[src/common/recb_pkg.sv]
package recb_pkg;
  localparam int unsigned ADDR_W = 8;
  localparam int unsigned DATA_W = 8;
  localparam int unsigned CHAN_N = 16;

  // register offsets
  localparam logic [7:0] OFS_ACT_CONV = 8'hb1;
  localparam logic [7:0] OFS_ACT_LINREG_LOW = 8'hb2;
  localparam logic [7:0] OFS_ACT_LINREG_HIGH = 8'hb3;
  localparam logic [7:0] OFS_ACT_SWITCH_MISC = 8'hb4;
  localparam logic [7:0] OFS_SLP_CONV_SW = 8'hb5;
  localparam logic [7:0] OFS_SLP_LINREG = 8'hb6;
  localparam logic [7:0] OFS_DRN_CONV_SW = 8'hb7;
  localparam logic [7:0] OFS_DRN_LINREG = 8'hb8;
  localparam logic [7:0] OFS_POWER_CONFIG = 8'hb9;

  // reset values of plain registers
  localparam logic [7:0] DRAIN_RESET = 8'hff;
  localparam logic [3:0] CONFIG_RESET = 4'h0;
  localparam logic [3:0] GUARD_RESET = 4'h0;
  localparam logic [7:0] READ_UNMAPPED = 8'h00;
  localparam logic [3:0] CONFIG_LOW_ZERO = 4'h0;

  // field layout of active registers: enables low nibble, guards high nibble
  localparam int unsigned ENABLE_LSB = 0;
  localparam int unsigned GUARD_LSB = 4;
  localparam int unsigned FIELD_W = 4;
  localparam int unsigned HIGH_LSB = 4;
  localparam int unsigned LOW_LSB = 0;

  // channel vector: four-channel groups, linear regulators 1..8 as one byte
  localparam int unsigned GRP_CONV_LSB = 0;
  localparam int unsigned GRP_LINREG_LSB = 4;
  localparam int unsigned GRP_LINREG_HIGH_LSB = 8;
  localparam int unsigned GRP_MISC_LSB = 12;
  localparam int unsigned LINREG_W = 8;

  // field positions in the configuration register
  localparam int unsigned CFG_LINREG_LP_BIT = 7;
  localparam int unsigned CFG_CONV3_FB_BIT = 6;
  localparam int unsigned CFG_BYPASS_BIT = 5;
  localparam int unsigned CFG_3V_LP_BIT = 4;
  localparam int unsigned CFG_LSB = 4;

  // default-load sequencer
  typedef enum logic [1:0] {
    RECB_LOAD = 2'b01,
    RECB_RUN = 2'b10
  } recb_state_e;
endpackage

[src/core/recb_sync3.sv]
`timescale 1ns/100ps
module recb_sync3 (
  input wire logic mclk,
  input wire logic rst_n,
  input wire logic pin,
  output logic level
);
  import recb_pkg::*;

  logic stage1;
  logic stage2;
  logic stage3;

  // level moves only when the second and third stages agree
  always_ff @(posedge mclk or negedge rst_n) begin
    if (!rst_n) begin
      stage1 <= 1'b0;
      stage2 <= 1'b0;
      stage3 <= 1'b0;
      level <= 1'b0;
    end else begin
      stage1 <= pin;
      stage2 <= stage1;
      stage3 <= stage2;
      if (stage2 == stage3) begin
        level <= stage3;
      end
    end
  end
endmodule

[src/core/recb_guarded_reg.sv]
`timescale 1ns/100ps
module recb_guarded_reg (
  input wire logic mclk,
  input wire logic rst_n,
  input wire logic load,
  input wire logic [recb_pkg::FIELD_W-1:0] load_value,
  input wire logic wr,
  input wire logic [recb_pkg::DATA_W-1:0] wdata,
  output logic [recb_pkg::DATA_W-1:0] q
);
  import recb_pkg::*;

  logic [FIELD_W-1:0] enable;
  logic [FIELD_W-1:0] guard;
  logic [FIELD_W-1:0] next_enable;
  logic [FIELD_W-1:0] wr_enable;
  logic [FIELD_W-1:0] wr_guard;

  assign wr_enable = wdata[ENABLE_LSB +: FIELD_W];
  assign wr_guard = wdata[GUARD_LSB +: FIELD_W];

  genvar i;
  generate
    for (i = 0; i < FIELD_W; i++) begin : g_bit
      // each enable moves only when its own guard is written as one
      assign next_enable[i] = (wr && wr_guard[i]) ? wr_enable[i] : enable[i];
    end
  endgenerate

  always_ff @(posedge mclk or negedge rst_n) begin
    if (!rst_n) begin
      enable <= '0;
      guard <= GUARD_RESET;
    end else if (load) begin
      enable <= load_value;
      guard <= GUARD_RESET;
    end else begin
      enable <= next_enable;
      if (wr) begin
        guard <= wr_guard;
      end
    end
  end

  assign q = {guard, enable};
endmodule

[src/core/recb_top.sv]
`timescale 1ns/100ps
module recb_top (
  input wire logic mclk,
  input wire logic rst_n,
  input wire logic reg_wr,
  input wire logic reg_rd,
  input wire logic [recb_pkg::ADDR_W-1:0] reg_addr,
  input wire logic [recb_pkg::DATA_W-1:0] reg_wdata,
  output logic [recb_pkg::DATA_W-1:0] reg_rdata,
  output logic reg_rvalid,
  input wire logic [recb_pkg::CHAN_N-1:0] otp_active_default,
  input wire logic [recb_pkg::CHAN_N-1:0] otp_sleep_default,
  input wire logic sleep_pin,
  output logic [recb_pkg::CHAN_N-1:0] chan_on,
  output logic [recb_pkg::CHAN_N-1:0] chan_drain,
  output logic linreg_low_power_on,
  output logic converter3_feedback_source,
  output logic three_volt_regulator_bypass,
  output logic three_volt_regulator_low_power
);
  import recb_pkg::*;

  recb_state_e state;
  recb_state_e next_state;
  logic load;
  logic run;
  logic sleep_mode;

  logic [DATA_W-1:0] act_conv;
  logic [DATA_W-1:0] act_linreg_low;
  logic [DATA_W-1:0] act_linreg_high;
  logic [DATA_W-1:0] act_switch_misc;
  logic [DATA_W-1:0] sleep_enable_converters_switches;
  logic [DATA_W-1:0] sleep_enable_linregs;
  logic [DATA_W-1:0] discharge_enable_converters_switches;
  logic [DATA_W-1:0] discharge_enable_linregs;
  logic [FIELD_W-1:0] power_option_config;

  logic wr_ok;
  logic sel_act_conv;
  logic sel_act_low;
  logic sel_act_high;
  logic sel_act_misc;
  logic sel_slp_cs;
  logic sel_slp_lr;
  logic sel_drn_cs;
  logic sel_drn_lr;
  logic sel_cfg;
  logic [DATA_W-1:0] next_rdata;
  logic [CHAN_N-1:0] active_vec;
  logic [CHAN_N-1:0] sleep_vec;
  logic [CHAN_N-1:0] drain_vec;
  logic [CHAN_N-1:0] next_chan_on;
  logic [DATA_W-1:0] sleep_default_cs;
  logic [DATA_W-1:0] sleep_default_lr;
  logic wr_act_conv;
  logic wr_act_low;
  logic wr_act_high;
  logic wr_act_misc;
  logic wr_slp_cs;
  logic wr_slp_lr;
  logic wr_drn_cs;
  logic wr_drn_lr;
  logic wr_cfg;
  logic [CHAN_N-1:0] next_chan_drain;
  logic cfg_linreg_lp;
  logic cfg_conv3_fb;
  logic cfg_bypass;
  logic cfg_3v_lp;

  // defaults cannot enter under async reset; loaded at first edge after release
  always_comb begin
    case (state)
      RECB_LOAD: next_state = RECB_RUN;
      RECB_RUN: next_state = RECB_RUN;
      default: next_state = RECB_LOAD;
    endcase
  end

  always_ff @(posedge mclk or negedge rst_n) begin
    if (!rst_n) begin
      state <= RECB_LOAD;
    end else begin
      state <= next_state;
    end
  end

  assign load = (state == RECB_LOAD);
  assign run = (state == RECB_RUN);
  assign wr_ok = reg_wr && run;

  recb_sync3 u_sleep_sync (
    .mclk(mclk),
    .rst_n(rst_n),
    .pin(sleep_pin),
    .level(sleep_mode)
  );

  // address decode
  assign sel_act_conv = (reg_addr == OFS_ACT_CONV);
  assign sel_act_low = (reg_addr == OFS_ACT_LINREG_LOW);
  assign sel_act_high = (reg_addr == OFS_ACT_LINREG_HIGH);
  assign sel_act_misc = (reg_addr == OFS_ACT_SWITCH_MISC);
  assign sel_slp_cs = (reg_addr == OFS_SLP_CONV_SW);
  assign sel_slp_lr = (reg_addr == OFS_SLP_LINREG);
  assign sel_drn_cs = (reg_addr == OFS_DRN_CONV_SW);
  assign sel_drn_lr = (reg_addr == OFS_DRN_LINREG);
  assign sel_cfg = (reg_addr == OFS_POWER_CONFIG);

  // write strobes per register, held off while defaults load
  assign wr_act_conv = wr_ok && sel_act_conv;
  assign wr_act_low = wr_ok && sel_act_low;
  assign wr_act_high = wr_ok && sel_act_high;
  assign wr_act_misc = wr_ok && sel_act_misc;
  assign wr_slp_cs = wr_ok && sel_slp_cs;
  assign wr_slp_lr = wr_ok && sel_slp_lr;
  assign wr_drn_cs = wr_ok && sel_drn_cs;
  assign wr_drn_lr = wr_ok && sel_drn_lr;
  assign wr_cfg = wr_ok && sel_cfg;

  // guarded active-enable registers
  recb_guarded_reg u_act_conv (
    .mclk(mclk),
    .rst_n(rst_n),
    .load(load),
    .load_value(otp_active_default[GRP_CONV_LSB +: FIELD_W]),
    .wr(wr_act_conv),
    .wdata(reg_wdata),
    .q(act_conv)
  );

  recb_guarded_reg u_act_low (
    .mclk(mclk),
    .rst_n(rst_n),
    .load(load),
    .load_value(otp_active_default[GRP_LINREG_LSB +: FIELD_W]),
    .wr(wr_act_low),
    .wdata(reg_wdata),
    .q(act_linreg_low)
  );

  recb_guarded_reg u_act_high (
    .mclk(mclk),
    .rst_n(rst_n),
    .load(load),
    .load_value(otp_active_default[GRP_LINREG_HIGH_LSB +: FIELD_W]),
    .wr(wr_act_high),
    .wdata(reg_wdata),
    .q(act_linreg_high)
  );

  recb_guarded_reg u_act_misc (
    .mclk(mclk),
    .rst_n(rst_n),
    .load(load),
    .load_value(otp_active_default[GRP_MISC_LSB +: FIELD_W]),
    .wr(wr_act_misc),
    .wdata(reg_wdata),
    .q(act_switch_misc)
  );

  // sleep defaults rearranged into register layout
  assign sleep_default_cs = {otp_sleep_default[GRP_MISC_LSB +: FIELD_W],
                             otp_sleep_default[GRP_CONV_LSB +: FIELD_W]};
  assign sleep_default_lr = otp_sleep_default[GRP_LINREG_LSB +: LINREG_W];

  always_ff @(posedge mclk or negedge rst_n) begin
    if (!rst_n) begin
      sleep_enable_converters_switches <= '0;
    end else if (load) begin
      sleep_enable_converters_switches <= sleep_default_cs;
    end else if (wr_slp_cs) begin
      sleep_enable_converters_switches <= reg_wdata;
    end
  end

  always_ff @(posedge mclk or negedge rst_n) begin
    if (!rst_n) begin
      sleep_enable_linregs <= '0;
    end else if (load) begin
      sleep_enable_linregs <= sleep_default_lr;
    end else if (wr_slp_lr) begin
      sleep_enable_linregs <= reg_wdata;
    end
  end

  always_ff @(posedge mclk or negedge rst_n) begin
    if (!rst_n) begin
      discharge_enable_converters_switches <= DRAIN_RESET;
    end else if (wr_drn_cs) begin
      discharge_enable_converters_switches <= reg_wdata;
    end
  end

  always_ff @(posedge mclk or negedge rst_n) begin
    if (!rst_n) begin
      discharge_enable_linregs <= DRAIN_RESET;
    end else if (wr_drn_lr) begin
      discharge_enable_linregs <= reg_wdata;
    end
  end

  always_ff @(posedge mclk or negedge rst_n) begin
    if (!rst_n) begin
      power_option_config <= CONFIG_RESET;
    end else if (wr_cfg) begin
      power_option_config <= reg_wdata[CFG_LSB +: FIELD_W];
    end
  end

  // read mux; unmapped offsets read zero
  always_comb begin
    next_rdata = READ_UNMAPPED;
    case (1'b1)
      sel_act_conv: next_rdata = act_conv;
      sel_act_low: next_rdata = act_linreg_low;
      sel_act_high: next_rdata = act_linreg_high;
      sel_act_misc: next_rdata = act_switch_misc;
      sel_slp_cs: next_rdata = sleep_enable_converters_switches;
      sel_slp_lr: next_rdata = sleep_enable_linregs;
      sel_drn_cs: next_rdata = discharge_enable_converters_switches;
      sel_drn_lr: next_rdata = discharge_enable_linregs;
      sel_cfg: next_rdata = {power_option_config, CONFIG_LOW_ZERO};
      default: next_rdata = READ_UNMAPPED;
    endcase
  end

  always_ff @(posedge mclk or negedge rst_n) begin
    if (!rst_n) begin
      reg_rdata <= READ_UNMAPPED;
      reg_rvalid <= 1'b0;
    end else begin
      reg_rvalid <= reg_rd;
      if (reg_rd) begin
        reg_rdata <= next_rdata;
      end
    end
  end

  // channel order: conv1-4, linreg1-8, linreg9, conv5, switch1, switch2
  assign active_vec = {act_switch_misc[ENABLE_LSB +: FIELD_W],
                       act_linreg_high[ENABLE_LSB +: FIELD_W],
                       act_linreg_low[ENABLE_LSB +: FIELD_W],
                       act_conv[ENABLE_LSB +: FIELD_W]};
  assign sleep_vec = {sleep_enable_converters_switches[HIGH_LSB +: FIELD_W],
                      sleep_enable_linregs,
                      sleep_enable_converters_switches[LOW_LSB +: FIELD_W]};
  assign drain_vec = {discharge_enable_converters_switches[HIGH_LSB +: FIELD_W],
                      discharge_enable_linregs,
                      discharge_enable_converters_switches[LOW_LSB +: FIELD_W]};

  // per-channel source pick; drain only on channels that end up off
  genvar ch;
  generate
    for (ch = 0; ch < CHAN_N; ch++) begin : g_chan
      assign next_chan_on[ch] = sleep_mode ? sleep_vec[ch] : active_vec[ch];
      assign next_chan_drain[ch] = ~next_chan_on[ch] & drain_vec[ch];
    end
  endgenerate

  assign cfg_linreg_lp = power_option_config[CFG_LINREG_LP_BIT - CFG_LSB];
  assign cfg_conv3_fb = power_option_config[CFG_CONV3_FB_BIT - CFG_LSB];
  assign cfg_bypass = power_option_config[CFG_BYPASS_BIT - CFG_LSB];
  assign cfg_3v_lp = power_option_config[CFG_3V_LP_BIT - CFG_LSB];

  always_ff @(posedge mclk or negedge rst_n) begin
    if (!rst_n) begin
      chan_on <= '0;
      chan_drain <= '0;
    end else begin
      chan_on <= next_chan_on;
      chan_drain <= next_chan_drain;
    end
  end

  always_ff @(posedge mclk or negedge rst_n) begin
    if (!rst_n) begin
      linreg_low_power_on <= 1'b0;
      converter3_feedback_source <= 1'b0;
      three_volt_regulator_bypass <= 1'b0;
      three_volt_regulator_low_power <= 1'b0;
    end else begin
      linreg_low_power_on <= cfg_linreg_lp;
      converter3_feedback_source <= cfg_conv3_fb;
      three_volt_regulator_bypass <= cfg_bypass;
      three_volt_regulator_low_power <= cfg_3v_lp;
    end
  end
endmodule

[config.mk]
export PLATFORM = sky130hd
export DESIGN_NAME = recb_top
export DESIGN_NICKNAME = d
export VERILOG_FILES = /design/src/common/recb_pkg.sv /design/src/core/recb_sync3.sv /design/src/core/recb_guarded_reg.sv /design/src/core/recb_top.sv
export SDC_FILE = /design/constraint.sdc
export NUM_CORES = 1
export LEC_CHECK = 0
export BUFFER_PORTS_ARGS = -buffer_cell sky130_fd_sc_hd__buf_2
export CAP_MARGIN = 0
export CORE_MARGIN = 2
export CORE_UTILIZATION = 35
export DETAILED_ROUTE_END_ITERATION = 8
export SLEW_MARGIN = 25
export SYNTH_ARGS = -nofsm -noshare
export SYNTH_HDL_FRONTEND = slang
export SYNTH_SLANG_ARGS = --single-unit
[constraint.sdc]
create_clock -name mclk -period 5 [get_ports mclk]
set_clock_uncertainty 0.05 [all_clocks]
set_input_delay 1 -clock mclk [delete_from_list [all_inputs] [get_ports mclk]]
set_output_delay 1 -clock mclk [all_outputs]
set_load 0.005 [all_outputs]
==> metrics.txt, run 1 <==
Final Slew Violations 0; Tightest Pin Transition 0.9081 ns; global-route wire length before repair 24,900 um; post-cts resize count 0; largest net degree at the start of global routing 76; Vias 4,394; number of global-route vias before repair 4,456; worst-skew pair later-pin latency 0.41 ns; Max Fclk 320.2 MHz; synthesized flop and latch total 119; fraction of layout cells with a size suffix above 1 28.48%; pwr dens between 300 and 400 nW/um2; Max IR drop VDD 0.2108 mV; gr usage total 19.89%; number of core rows 46; worst path bufs/invs 1; I/O pin cnt 98; max cap viols 0; DR vias/cell slightly above 5; Non-Filler Instances 855; filler instances 1,558; Crit Path Class in -> reg; Final ANT Viol Nets 0; CTS tree built; hpwl dp 11,320 um; Syn Nets 598; Pleak 0.003059 uW; Final #Nets slightly below 700; number of flops mapped to enable cells by yosys 0; Port Buf Inserts 97; Ant. Diodes 0; Yosys warnings 0; critical path required time about 5.3 ns; first-iteration detailed-routing DRC count 335; initial antenna violation count 0; Tmin final 3.123 ns; Max stage delay on crit path 0.77 ns; drc violations 0; Die X 130.1 um; final count of hold timing violations 0; Max FO, Critical Path 16; Synth Flop Type dfrtp_1; Avg Synthesized Cell Area 10.25 um2; crit path cell chain buf_2 > nand4b_1 > nor2_1 > and2_0 > nand2_1 > o21ai_1; first-pass iteration count of the detailed router 5; cells after synthesis 543; Slowest-stage cell, CP nand4b_1; DIE AREA 16,930 um2; startpoint types input port; Post-CTS Setup Inserts 0; status finished clean; total gr overflow 0; CTS sink count 119; final setup fails 0; critical path capture point type register; Inst Count DP 823; core area ~16,000 um2; delay-heaviest family, CP simple AND/OR/NAND/NOR gates; area growth from synthesis to layout 21.30%; Distinct cells, synth 47; WP data arrival about 3.4 ns; worst min path class reg -> reg; part of the Yosys area used for sequential elements 53.87%; Relative slew margins 39.14%; CTS Buffer Depth 2; drt wl/cell approximately 19 um; RePlAce Congestion 0.8850; Starting Density 35.44%; Final Cycle Share 62.45%; TritonCTS Buffers 17; H-tree depth 4; ys async rst share 100.0%; synthesized area 5568 um2; CTS Hold Buffers Added 0; Post-Route WL 15,930 um; RSZ-0062 raised after global routing false; clock-pin slew on the worst setup and hold paths ~0.05 ns; Die H between 100 and 150 um; CTS root buf clkbuf_16; setup TNS 0 ns
power breakdown:
part	leakage, uW	switching, uW	total [uW]	internal, uW
clock	0.000287	421	1230	805
sequential	0.00144	49.0	1090	1040
combinational	0.00133	134	232	97.4
total	0.00306	604	2540	1940
state kept, by name, summed over array words and instances (netlist names), 2 cells and up:
| register | flops |
|---|---|
| u_act_low.guard | 4 |
| state | 2 |
| discharge_enable_converters_switches | 8 |
| chan_drain | 16 |
| sleep_enable_linregs | 8 |
| u_act_misc.guard | 4 |
| reg_rdata | 8 |
| u_act_high.guard | 4 |
| u_act_low.enable | 4 |
| sleep_enable_converters_switches | 8 |
| discharge_enable_linregs | 8 |
| chan_on | 16 |
| u_act_conv.enable | 4 |
| u_act_high.enable | 4 |
| u_act_conv.guard | 4 |
| u_act_misc.enable | 4 |
| power_option_config | 4 |
metal layers:
metal / GRT usage, % / routed length [um] / up-vias
met2: 30.58 / 7453 / 184
met5: 0 / 0 / -
met4: 8.096 / 383 / 0
li1: - / - / 2049
met1: 26.61 / 6965 / 2135
met3: 5.576 / 1131 / 26
cells in the mapped netlist, types with 4 or more instances:
library cell | n | area share (%)
and2_1 | 7 | 0.79
a31oi_1 | 22 | 2.5
nand2_1 | 84 | 5.7
nand3_1 | 5 | 0.45
dfstp_2 | 17 | 8.0
o22ai_1 | 10 | 1.1
mux2i_1 | 30 | 5.4
nand4_1 | 4 | 0.45
o21ai_0 | 21 | 1.9
inv_1 | 23 | 1.6
buf_4 | 7 | 0.94
nand2b_1 | 10 | 1.1
mux2_2 | 27 | 5.5
nor2b_1 | 19 | 2.1
o21ai_1 | 16 | 1.4
nor2_1 | 30 | 2.0
dfrtp_1 | 102 | 46
clkbuf_1 | 18 | 1.2
buf_2 | 8 | 0.72
a21oi_1 | 42 | 3.8
layout make-up:
type | count | area, um2 | share of cell area [%]
Sequential cell | 119 | 2999 | 44.41
Inverter | 23 | 86.33 | 1.278
Clock inverter | 9 | 125.1 | 1.853
Multi-Input combinational cell | 365 | 2291 | 33.92
Clock buffer | 23 | 467.9 | 6.928
Tap cell | 216 | 270.3 | 4.001
Timing Repair Buffer | 100 | 514.2 | 7.614
cells in the final DEF (no fill, tap or decap), types with 2 or more instances in the layout:
cell type	synthesis	final
clkbuf_16	0	17
buf_4	7	3
inv_1	23	23
nand4_1	4	4
nor2b_1	19	19
nor3_1	2	2
mux2_2	27	27
clkinvlp_4	0	2
o22ai_1	10	10
a22o_1	3	3
bufinv_16	0	3
mux2i_1	30	30
nand2b_1	10	10
nand3_1	5	5
a31oi_1	22	22
o21ai_1	16	16
a22oi_1	3	3
clkinv_2	0	4
dfrtp_1	102	102
dfstp_2	17	17
a21oi_1	42	42
clkbuf_1	18	4
and2_1	7	7
and3_1	3	3
a211o_1	3	3
o21ai_0	21	21
buf_2	8	96
clkbuf_8	0	2
nor4_4	3	3
nand2_1	84	84
nor2_1	30	30
worst register-to-register path, delay by kind of cell (launching register included):
family,cells,cell delay [ns]
compound gates,2,0.89
fa+ha+maj,1,0.25
buf+inv,1,0.04
flops,1,0.53
simple gates,2,0.45
path summary, 6_finish.rpt:
check,startpoint,to,slack [ns],cells past startpoint
max in group asynchronous,rst_n,discharge_enable_converters_switches[5]$_DFFE_PN1P_,3.48,2
hold reg to reg,u_sleep_sync.stage1$_DFF_PN0_,u_sleep_sync.stage2$_DFF_PN0_,0.30,0
setup reg to reg,state[0]$_DFF_PN1_,sleep_enable_linregs[5]$_DFFE_PN0P_,2.62,6
setup / recovery,reg_addr[6],discharge_enable_linregs[4]$_DFFE_PN1P_,1.88,6
hold / removal,u_sleep_sync.stage1$_DFF_PN0_,u_sleep_sync.stage2$_DFF_PN0_,0.30,0
min in group asynchronous,rst_n,u_sleep_sync.stage1$_DFF_PN0_,0.56,1
kinds of logic after synthesis:
family / share of synthesized area [%]
adder cells (fa/ha/maj): 0.6291
flip-flops: 53.87
AO/OA/AOI/OAI: 13.33
AND/OR/NAND/NOR: 16.29
buffers and inverters: 5.034
multiplexers: 10.85
through the flow:
stage	total power, uW	worst slack, ns	util, %	hold WS, ns	cell area, um2
after detailed placement	1333	1.546	39.19	0.2872	6157
after floorplan	1213	2.740	-	0.2812	5568
after global placement	1325	1.654	39.19	0.2831	6157
final	2544	1.877	42.98	0.3001	6754
after global routing	2646	1.735	42.98	0.3113	6754
after CTS	2566	1.940	42.96	0.3027	6750
No activity file was read; power rests on OpenSTA's default activity.
==> run 2, diff against run 1 <==
clock period = 2.6 ns   (was 5 ns; I/O delays follow)
==> metrics.txt, run 2 (same netlist as run 1, synthesis figures left out) <==
status finished clean; Die X 130.1 um (unchanged); core area 15,710 um2 (unchanged); Max IR drop VDD 0.4040 mV (+92%); RePlAce Congestion 0.9028 (+2.0%); Ant. Diodes 0 (unchanged); number of global-route vias before repair 4,598 (+3.2%); CTS Hold Buffers Added 0 (unchanged); CTS Buffer Depth 2 (unchanged); filler instances 1,529 (-1.9%); met3 GRT Util 4.838% (-0.74 points); initial antenna violation count 0 (unchanged); max cap viols 0 (unchanged); Combinational Power Share 9.3% (+0.2 points); Relative slew margins 46.78% (+7.6 points); total gr overflow 0 (unchanged); commonest cells after routing, fill and taps aside dfrtp_1, buf_2, nand2_1, a21oi_1; startpoint types register; first-iteration detailed-routing DRC count 360 (+7.5%); clock-pin slew on the worst setup and hold paths 0.05 ns (about the same); M1 GR Usage 26.18% (-0.43 points); met2 Usage GRT 29.87% (-0.71 points); CTS tree built; Pleak 0.003110 uW (+1.6%); Top Registers chan_drain (16), chan_on (16); DIE AREA 16,930 um2 (unchanged); commonest non-fill, non-tap cell in the layout dfrtp_1; I/O pin cnt 98 (unchanged); Hold Slack 0.1465 ns (-0.1536 ns); Clk pwr share 48.0% (-0.2 points); largest net degree at the start of global routing 120 (+58%); post-cts resize count 0 (unchanged); Tmin final 2.215 ns; critical path required time 2.82 ns (-2.46 ns); DR vias/cell 5.168 (+0.56%); Tightest Pin Transition 0.7983 ns (-0.1098 ns); worst min path class in -> async; CTS root buf clkbuf_16; critical path capture point type register; WP data arrival 2.44 ns (-0.96 ns); RSZ-0062 raised after global routing false; final count of hold timing violations 0 (unchanged); Non-Filler Instances 863 (+0.94%); Top Usage Layer GRT met2; Die H 130.1 um (unchanged); drt wl/cell 18.29 um (-1.9%); fraction of layout cells with a size suffix above 1 29.52% (+1.0 points); Post-CTS Setup Inserts 0 (unchanged); Final Total Pwr 4886 uW (+92%); drc violations 0 (unchanged); CTS sink count 119 (unchanged); Vias 4,460 (+1.5%); internal power 3729 uW (+92%); setup TNS 0 ns (unchanged); final setup fails 0 (unchanged); Max FO, Critical Path 16 (unchanged); Final ANT Viol Nets 0 (unchanged); Crit Path Class reg -> reg; worst-skew pair later-pin latency 0.42 ns (about the same); Port Buf Inserts 97 (unchanged); sequential share of power 42.7% (about the same); hpwl dp 11,430 um (+0.97%); Starting Density 35.44% (unchanged); H-tree depth 4 (unchanged); Max Fclk 451.5 MHz; TritonCTS Buffers 17 (unchanged); Post-Route WL 15,780 um (-0.95%); pwr dens 714.4 nW/um2 (+90%); global-route wire length before repair 24,830 um (-0.28%); Inst Count DP 832 (+1.1%); gr usage total 19.70% (-0.18 points); switching share of power 23.68% (-0.065 points); Switching Power 1157 uW (+92%); area growth from synthesis to layout 22.83%; Final Slew Violations 0 (unchanged); number of core rows 46 (unchanged); Final #Nets 690 (+1.3%); first-pass iteration count of the detailed router 5 (unchanged); Final Cycle Share 85.18%
## run 2: layout make-up
cell class	count	area [um2]	area share, %
Clock buffer	22	464.2	6.787
Clock inverter	9	125.1	1.829
Inverter	23	86.33	1.262
Multi-Input combinational cell	365	2291	33.50
Sequential cell	119	2999	43.85
Tap cell	216	270.3	3.952
Timing Repair Buffer	109	603.1	8.818
## run 2: through the flow
stage                     setup WS (ns)  utilization, %  instance area, um2
after floorplan                  0.7965               -                5568
after global placement           0.4119           39.78                6250
after detailed placement         0.3451           39.78                6250
after CTS                        0.3603           43.53                6839
after global routing             0.1965           43.53                6839
final                            0.3852           43.53                6839
## run 2: worst max-delay path: stages, from the launching register on
cell and delay [ns]:
dfstp_2 0.53, inv_1 0.04, ha_1 0.26, nand2_2 0.26
nor2_1 0.17, a31oi_2 0.55, o21ai_0 0.20
## run 2: layer usage
| metal | wire length [um] | vias to the layer above |
|---|---|---|
| met3 | 932 | 40 |
| met4 | 546 | 0 |
| met5 | 0 | - |
| met1 | 7092 | 2196 |
| li1 | - | 2069 |
| met2 | 7212 | 155 |
## run 2: path summary, 6_finish.rpt
check,endpoint,depth (start not counted),startpoint,slack (ns)
worst max-delay path,sleep_enable_linregs[6]$_DFFE_PN0P_,6,state[0]$_DFF_PN1_,0.39
worst min-delay path,chan_on[5]$_DFF_PN0_,2,rst_n,0.15
worst max register to register,sleep_enable_linregs[6]$_DFFE_PN0P_,6,state[0]$_DFF_PN1_,0.39
worst min register to register,u_sleep_sync.stage2$_DFF_PN0_,0,u_sleep_sync.stage1$_DFF_PN0_,0.30
max in group asynchronous,reg_rdata[4]$_DFFE_PN0P_,2,rst_n,1.91
min in group mclk,u_sleep_sync.stage1$_DFF_PN0_,1,sleep_pin,0.16
## run 2: power groups by stage
| stage | clock network, uW | registers [uW] | logic [uW] |
|---|---|---|---|
| finish | 2350 | 2090 | 452 |
| global route | 2470 | 2100 | 501 |
| CTS | 2390 | 2090 | 458 |
| detailed placement | 0 | 2120 | 455 |
| global placement | 0 | 2110 | 444 |
| floorplan | 0 | 2080 | 251 |
==> run 3, diff against run 2 <==
ABC_AREA = 1   (was unset)
==> metrics.txt, run 3 <==
Slowest-stage cell, CP inv_1; Final Slew Violations 0 (unchanged); worst path bufs/invs 3 (+2); Syn Nets 666 (+11%); Tightest Pin Transition 0.9529 ns (+0.1547 ns); synthesized flop and latch total 119 (unchanged); worst-skew pair later-pin latency 0.42 ns (about the same); max cap viols 0 (unchanged); startpoint types register; first-pass iteration count of the detailed router 5 (unchanged); crit path cell chain inv_1 > ha_1 > nand2_1 > inv_1 > nand2_1 > nand2_1 > clkinv_1 > o21ai_0; Ant. Diodes 0 (unchanged); Non-Filler Instances 917 (+6.3%); compound-gate portion of the synthesized area 14.24% (+0.91 points); Post-CTS Setup Inserts 0 (unchanged); Max stage delay on crit path 0.42 ns (-0.13 ns); setup TNS 0 ns (unchanged); DIE AREA 16,170 um2 (-4.5%); Max Fclk 480.0 MHz (+6.3%); Tmin final 2.083 ns (-0.1314 ns); H-tree depth 4 (unchanged); mux contribution to synthesized area 0.4242% (-10 points); I/O pin cnt 98 (unchanged); CTS tree built; CTS root buf clkbuf_16; Vias 4,699 (+5.4%); fraction of layout cells with a size suffix above 1 24.01% (-5.5 points); clock-pin slew on the worst setup and hold paths 0.05 ns (about the same); Pleak 0.003296 uW (+6.0%); Final Cycle Share 80.13% (-5.1 points); worst min path class in -> async; DR vias/cell 5.124 (-0.85%); Synth area leaders dfrtp_1, nand2_1, dfstp_2, o21ai_0, inv_1; synthesized area 5309 um2 (-4.7%); commonest non-fill, non-tap cell in the layout nand2_1; Port Buf Inserts 97 (unchanged); number of global-route vias before repair 4,637 (+0.85%); core area 15,030 um2 (-4.3%); adder-cell share of the synthesized area 0.6599% (+0.031 points); top-count cell post-synth nand2_1; critical path capture point type register; largest family of logic cells by synthesized area simple AND/OR/NAND/NOR gates; Die X 127.2 um (-2.3%); Avg Synthesized Cell Area 8.689 um2 (-15%); Relative slew margins 36.47% (-10 points); Synth Flop Type dfrtp_1; first-iteration detailed-routing DRC count 425 (+18%); commonest cells after routing, fill and taps aside nand2_1, dfrtp_1, buf_2, inv_1, o21ai_0; CTS Hold Buffers Added 0 (unchanged); largest net degree at the start of global routing 50 (-58%); Post-Synth XOR/XNOR Area 0% (unchanged); Distinct cells, synth 33 (-30%); Commonest cells post-synth nand2_1, dfrtp_1, inv_1, o21ai_0, nor2_1; gr usage total 19.79% (+0.090 points); drc violations 0 (unchanged); delay-heaviest family, CP buffers and inverters; final setup fails 0 (unchanged); final count of hold timing violations 0 (unchanged); Final #Nets 771 (+12%); drt wl/cell 16.72 um (-8.6%); ys async rst share 100.0% (unchanged); Inst Count DP 885 (+6.4%); CTS sink count 119 (unchanged); number of flops mapped to enable cells by yosys 0 (unchanged); CP dominant cell by count nand2_1; WP data arrival 2.35 ns (-0.09 ns); global-route wire length before repair 24,350 um (-1.9%); dominant cell type by area after synthesis dfrtp_1; Yosys warnings 0 (unchanged); post-synth top area share 48.08% (+2.2 points); Max FO, Critical Path 13 (-3); initial antenna violation count 0 (unchanged); Final ANT Viol Nets 0 (unchanged); critical path required time 2.87 ns (+0.05 ns); part of the Yosys area used for sequential elements 56.49% (+2.6 points); total gr overflow 0 (unchanged); CTS Buffer Depth 2 (unchanged); area growth from synthesis to layout 24.18%; filler instances 1,507 (-1.4%); hpwl dp 11,580 um (+1.3%); RePlAce Congestion 0.9754 (+8.0%); Post-Route WL 15,330 um (-2.9%); Top Registers chan_drain (16), chan_on (16); Crit Path Class reg -> reg; RSZ-0062 raised after global routing false; Synth Area in Simple Gates 20.79% (+4.5 points); Die H 127.2 um (-2.3%); number of core rows 45 (-2.2%); Max IR drop VDD 0.4868 mV (+20%); post-cts resize count 0 (unchanged); TritonCTS Buffers 17 (unchanged); Starting Density 35.31% (-0.12 points); pwr dens 732.0 nW/um2 (+2.5%); status finished clean; cells after synthesis 611 (+13%)
[run 3: cell types whose count changed in the layout (fill, tap and decap cells not counted), sizes merged, moves of 19 or more]
cell,before,now
mux2i,30,0
nor2b,19,0
nor2,31,61
nand3,5,30
o21ai,37,66
mux2,27,2
nand2,85,140
inv,23,78
[run 3: path summary, 6_finish.rpt]
check                                              startpoint                                              end  slack [ns]  cells past startpoint
worst max-delay path                       state[0]$_DFF_PN1_  sleep_enable_converters_switches[4]$_DFFE_PN0P_        0.52                      8
max in group asynchronous                               rst_n          discharge_enable_linregs[6]$_DFFE_PN1P_        1.62                      2
min in group mclk                                   sleep_pin                    u_sleep_sync.stage1$_DFF_PN0_        0.15                      1
worst min-delay path                                    rst_n                          chan_drain[9]$_DFF_PN0_        0.08                      1
worst min register to register  u_sleep_sync.stage1$_DFF_PN0_                    u_sleep_sync.stage2$_DFF_PN0_        0.30                      0
worst max register to register             state[0]$_DFF_PN1_  sleep_enable_converters_switches[4]$_DFFE_PN0P_        0.52                      8
[run 3: stage by stage]
stage / util (%) / worst slack [ns] / total power (uW) / area [um2] / hold WS (ns)
final: 43.85 / 0.5166 / 4826 / 6593 / 0.08410
after global routing: 43.85 / 0.3319 / 5005 / 6593 / 0.1264
after CTS: 43.85 / 0.5426 / 4855 / 6593 / 0.1098
after detailed placement: 39.88 / 0.3235 / 2457 / 5996 / 0.2856
after global placement: 39.88 / 0.3372 / 2443 / 5996 / 0.2832
after floorplan: - / 0.9312 / 2237 / 5309 / 0.1744
[run 3: layout make-up]
class	instances	area, um2	area share [%]
clock inverters	10	152.6	2.315
clock buffers	22	444.2	6.738
repair buffers	103	545.5	8.275
well taps	188	235.2	3.568
inverters	79	299.0	4.536
flip-flops and latches	119	2999	45.49
multi-input cells	396	1917	29.08
[run 3: power by group]
group	total [uW]	switching (uW)	internal (uW)	leakage (uW)
combinational	367	234	134	0.00154
clock	2400	808	1590	0.000292
sequential	2060	80.0	1980	0.00147
[run 3: metal layers]
layer  global-route usage (%)  share of wire, %  vias to the layer above
met4                    9.955               3.3                        0
met1                    25.37                42                     2259
met3                    4.606               5.9                       39
met2                    31.59                49                      200
li1                         -                 -                     2201
met5                        0                 0                        -
[run 3: cells by family after synthesis]
group | Yosys count
AOI/OAI and AO/OA | 142
adders and majority gates | 3
buffers and inverters | 96
DFF | 119
muxes | 2
and+or+nand+nor | 249
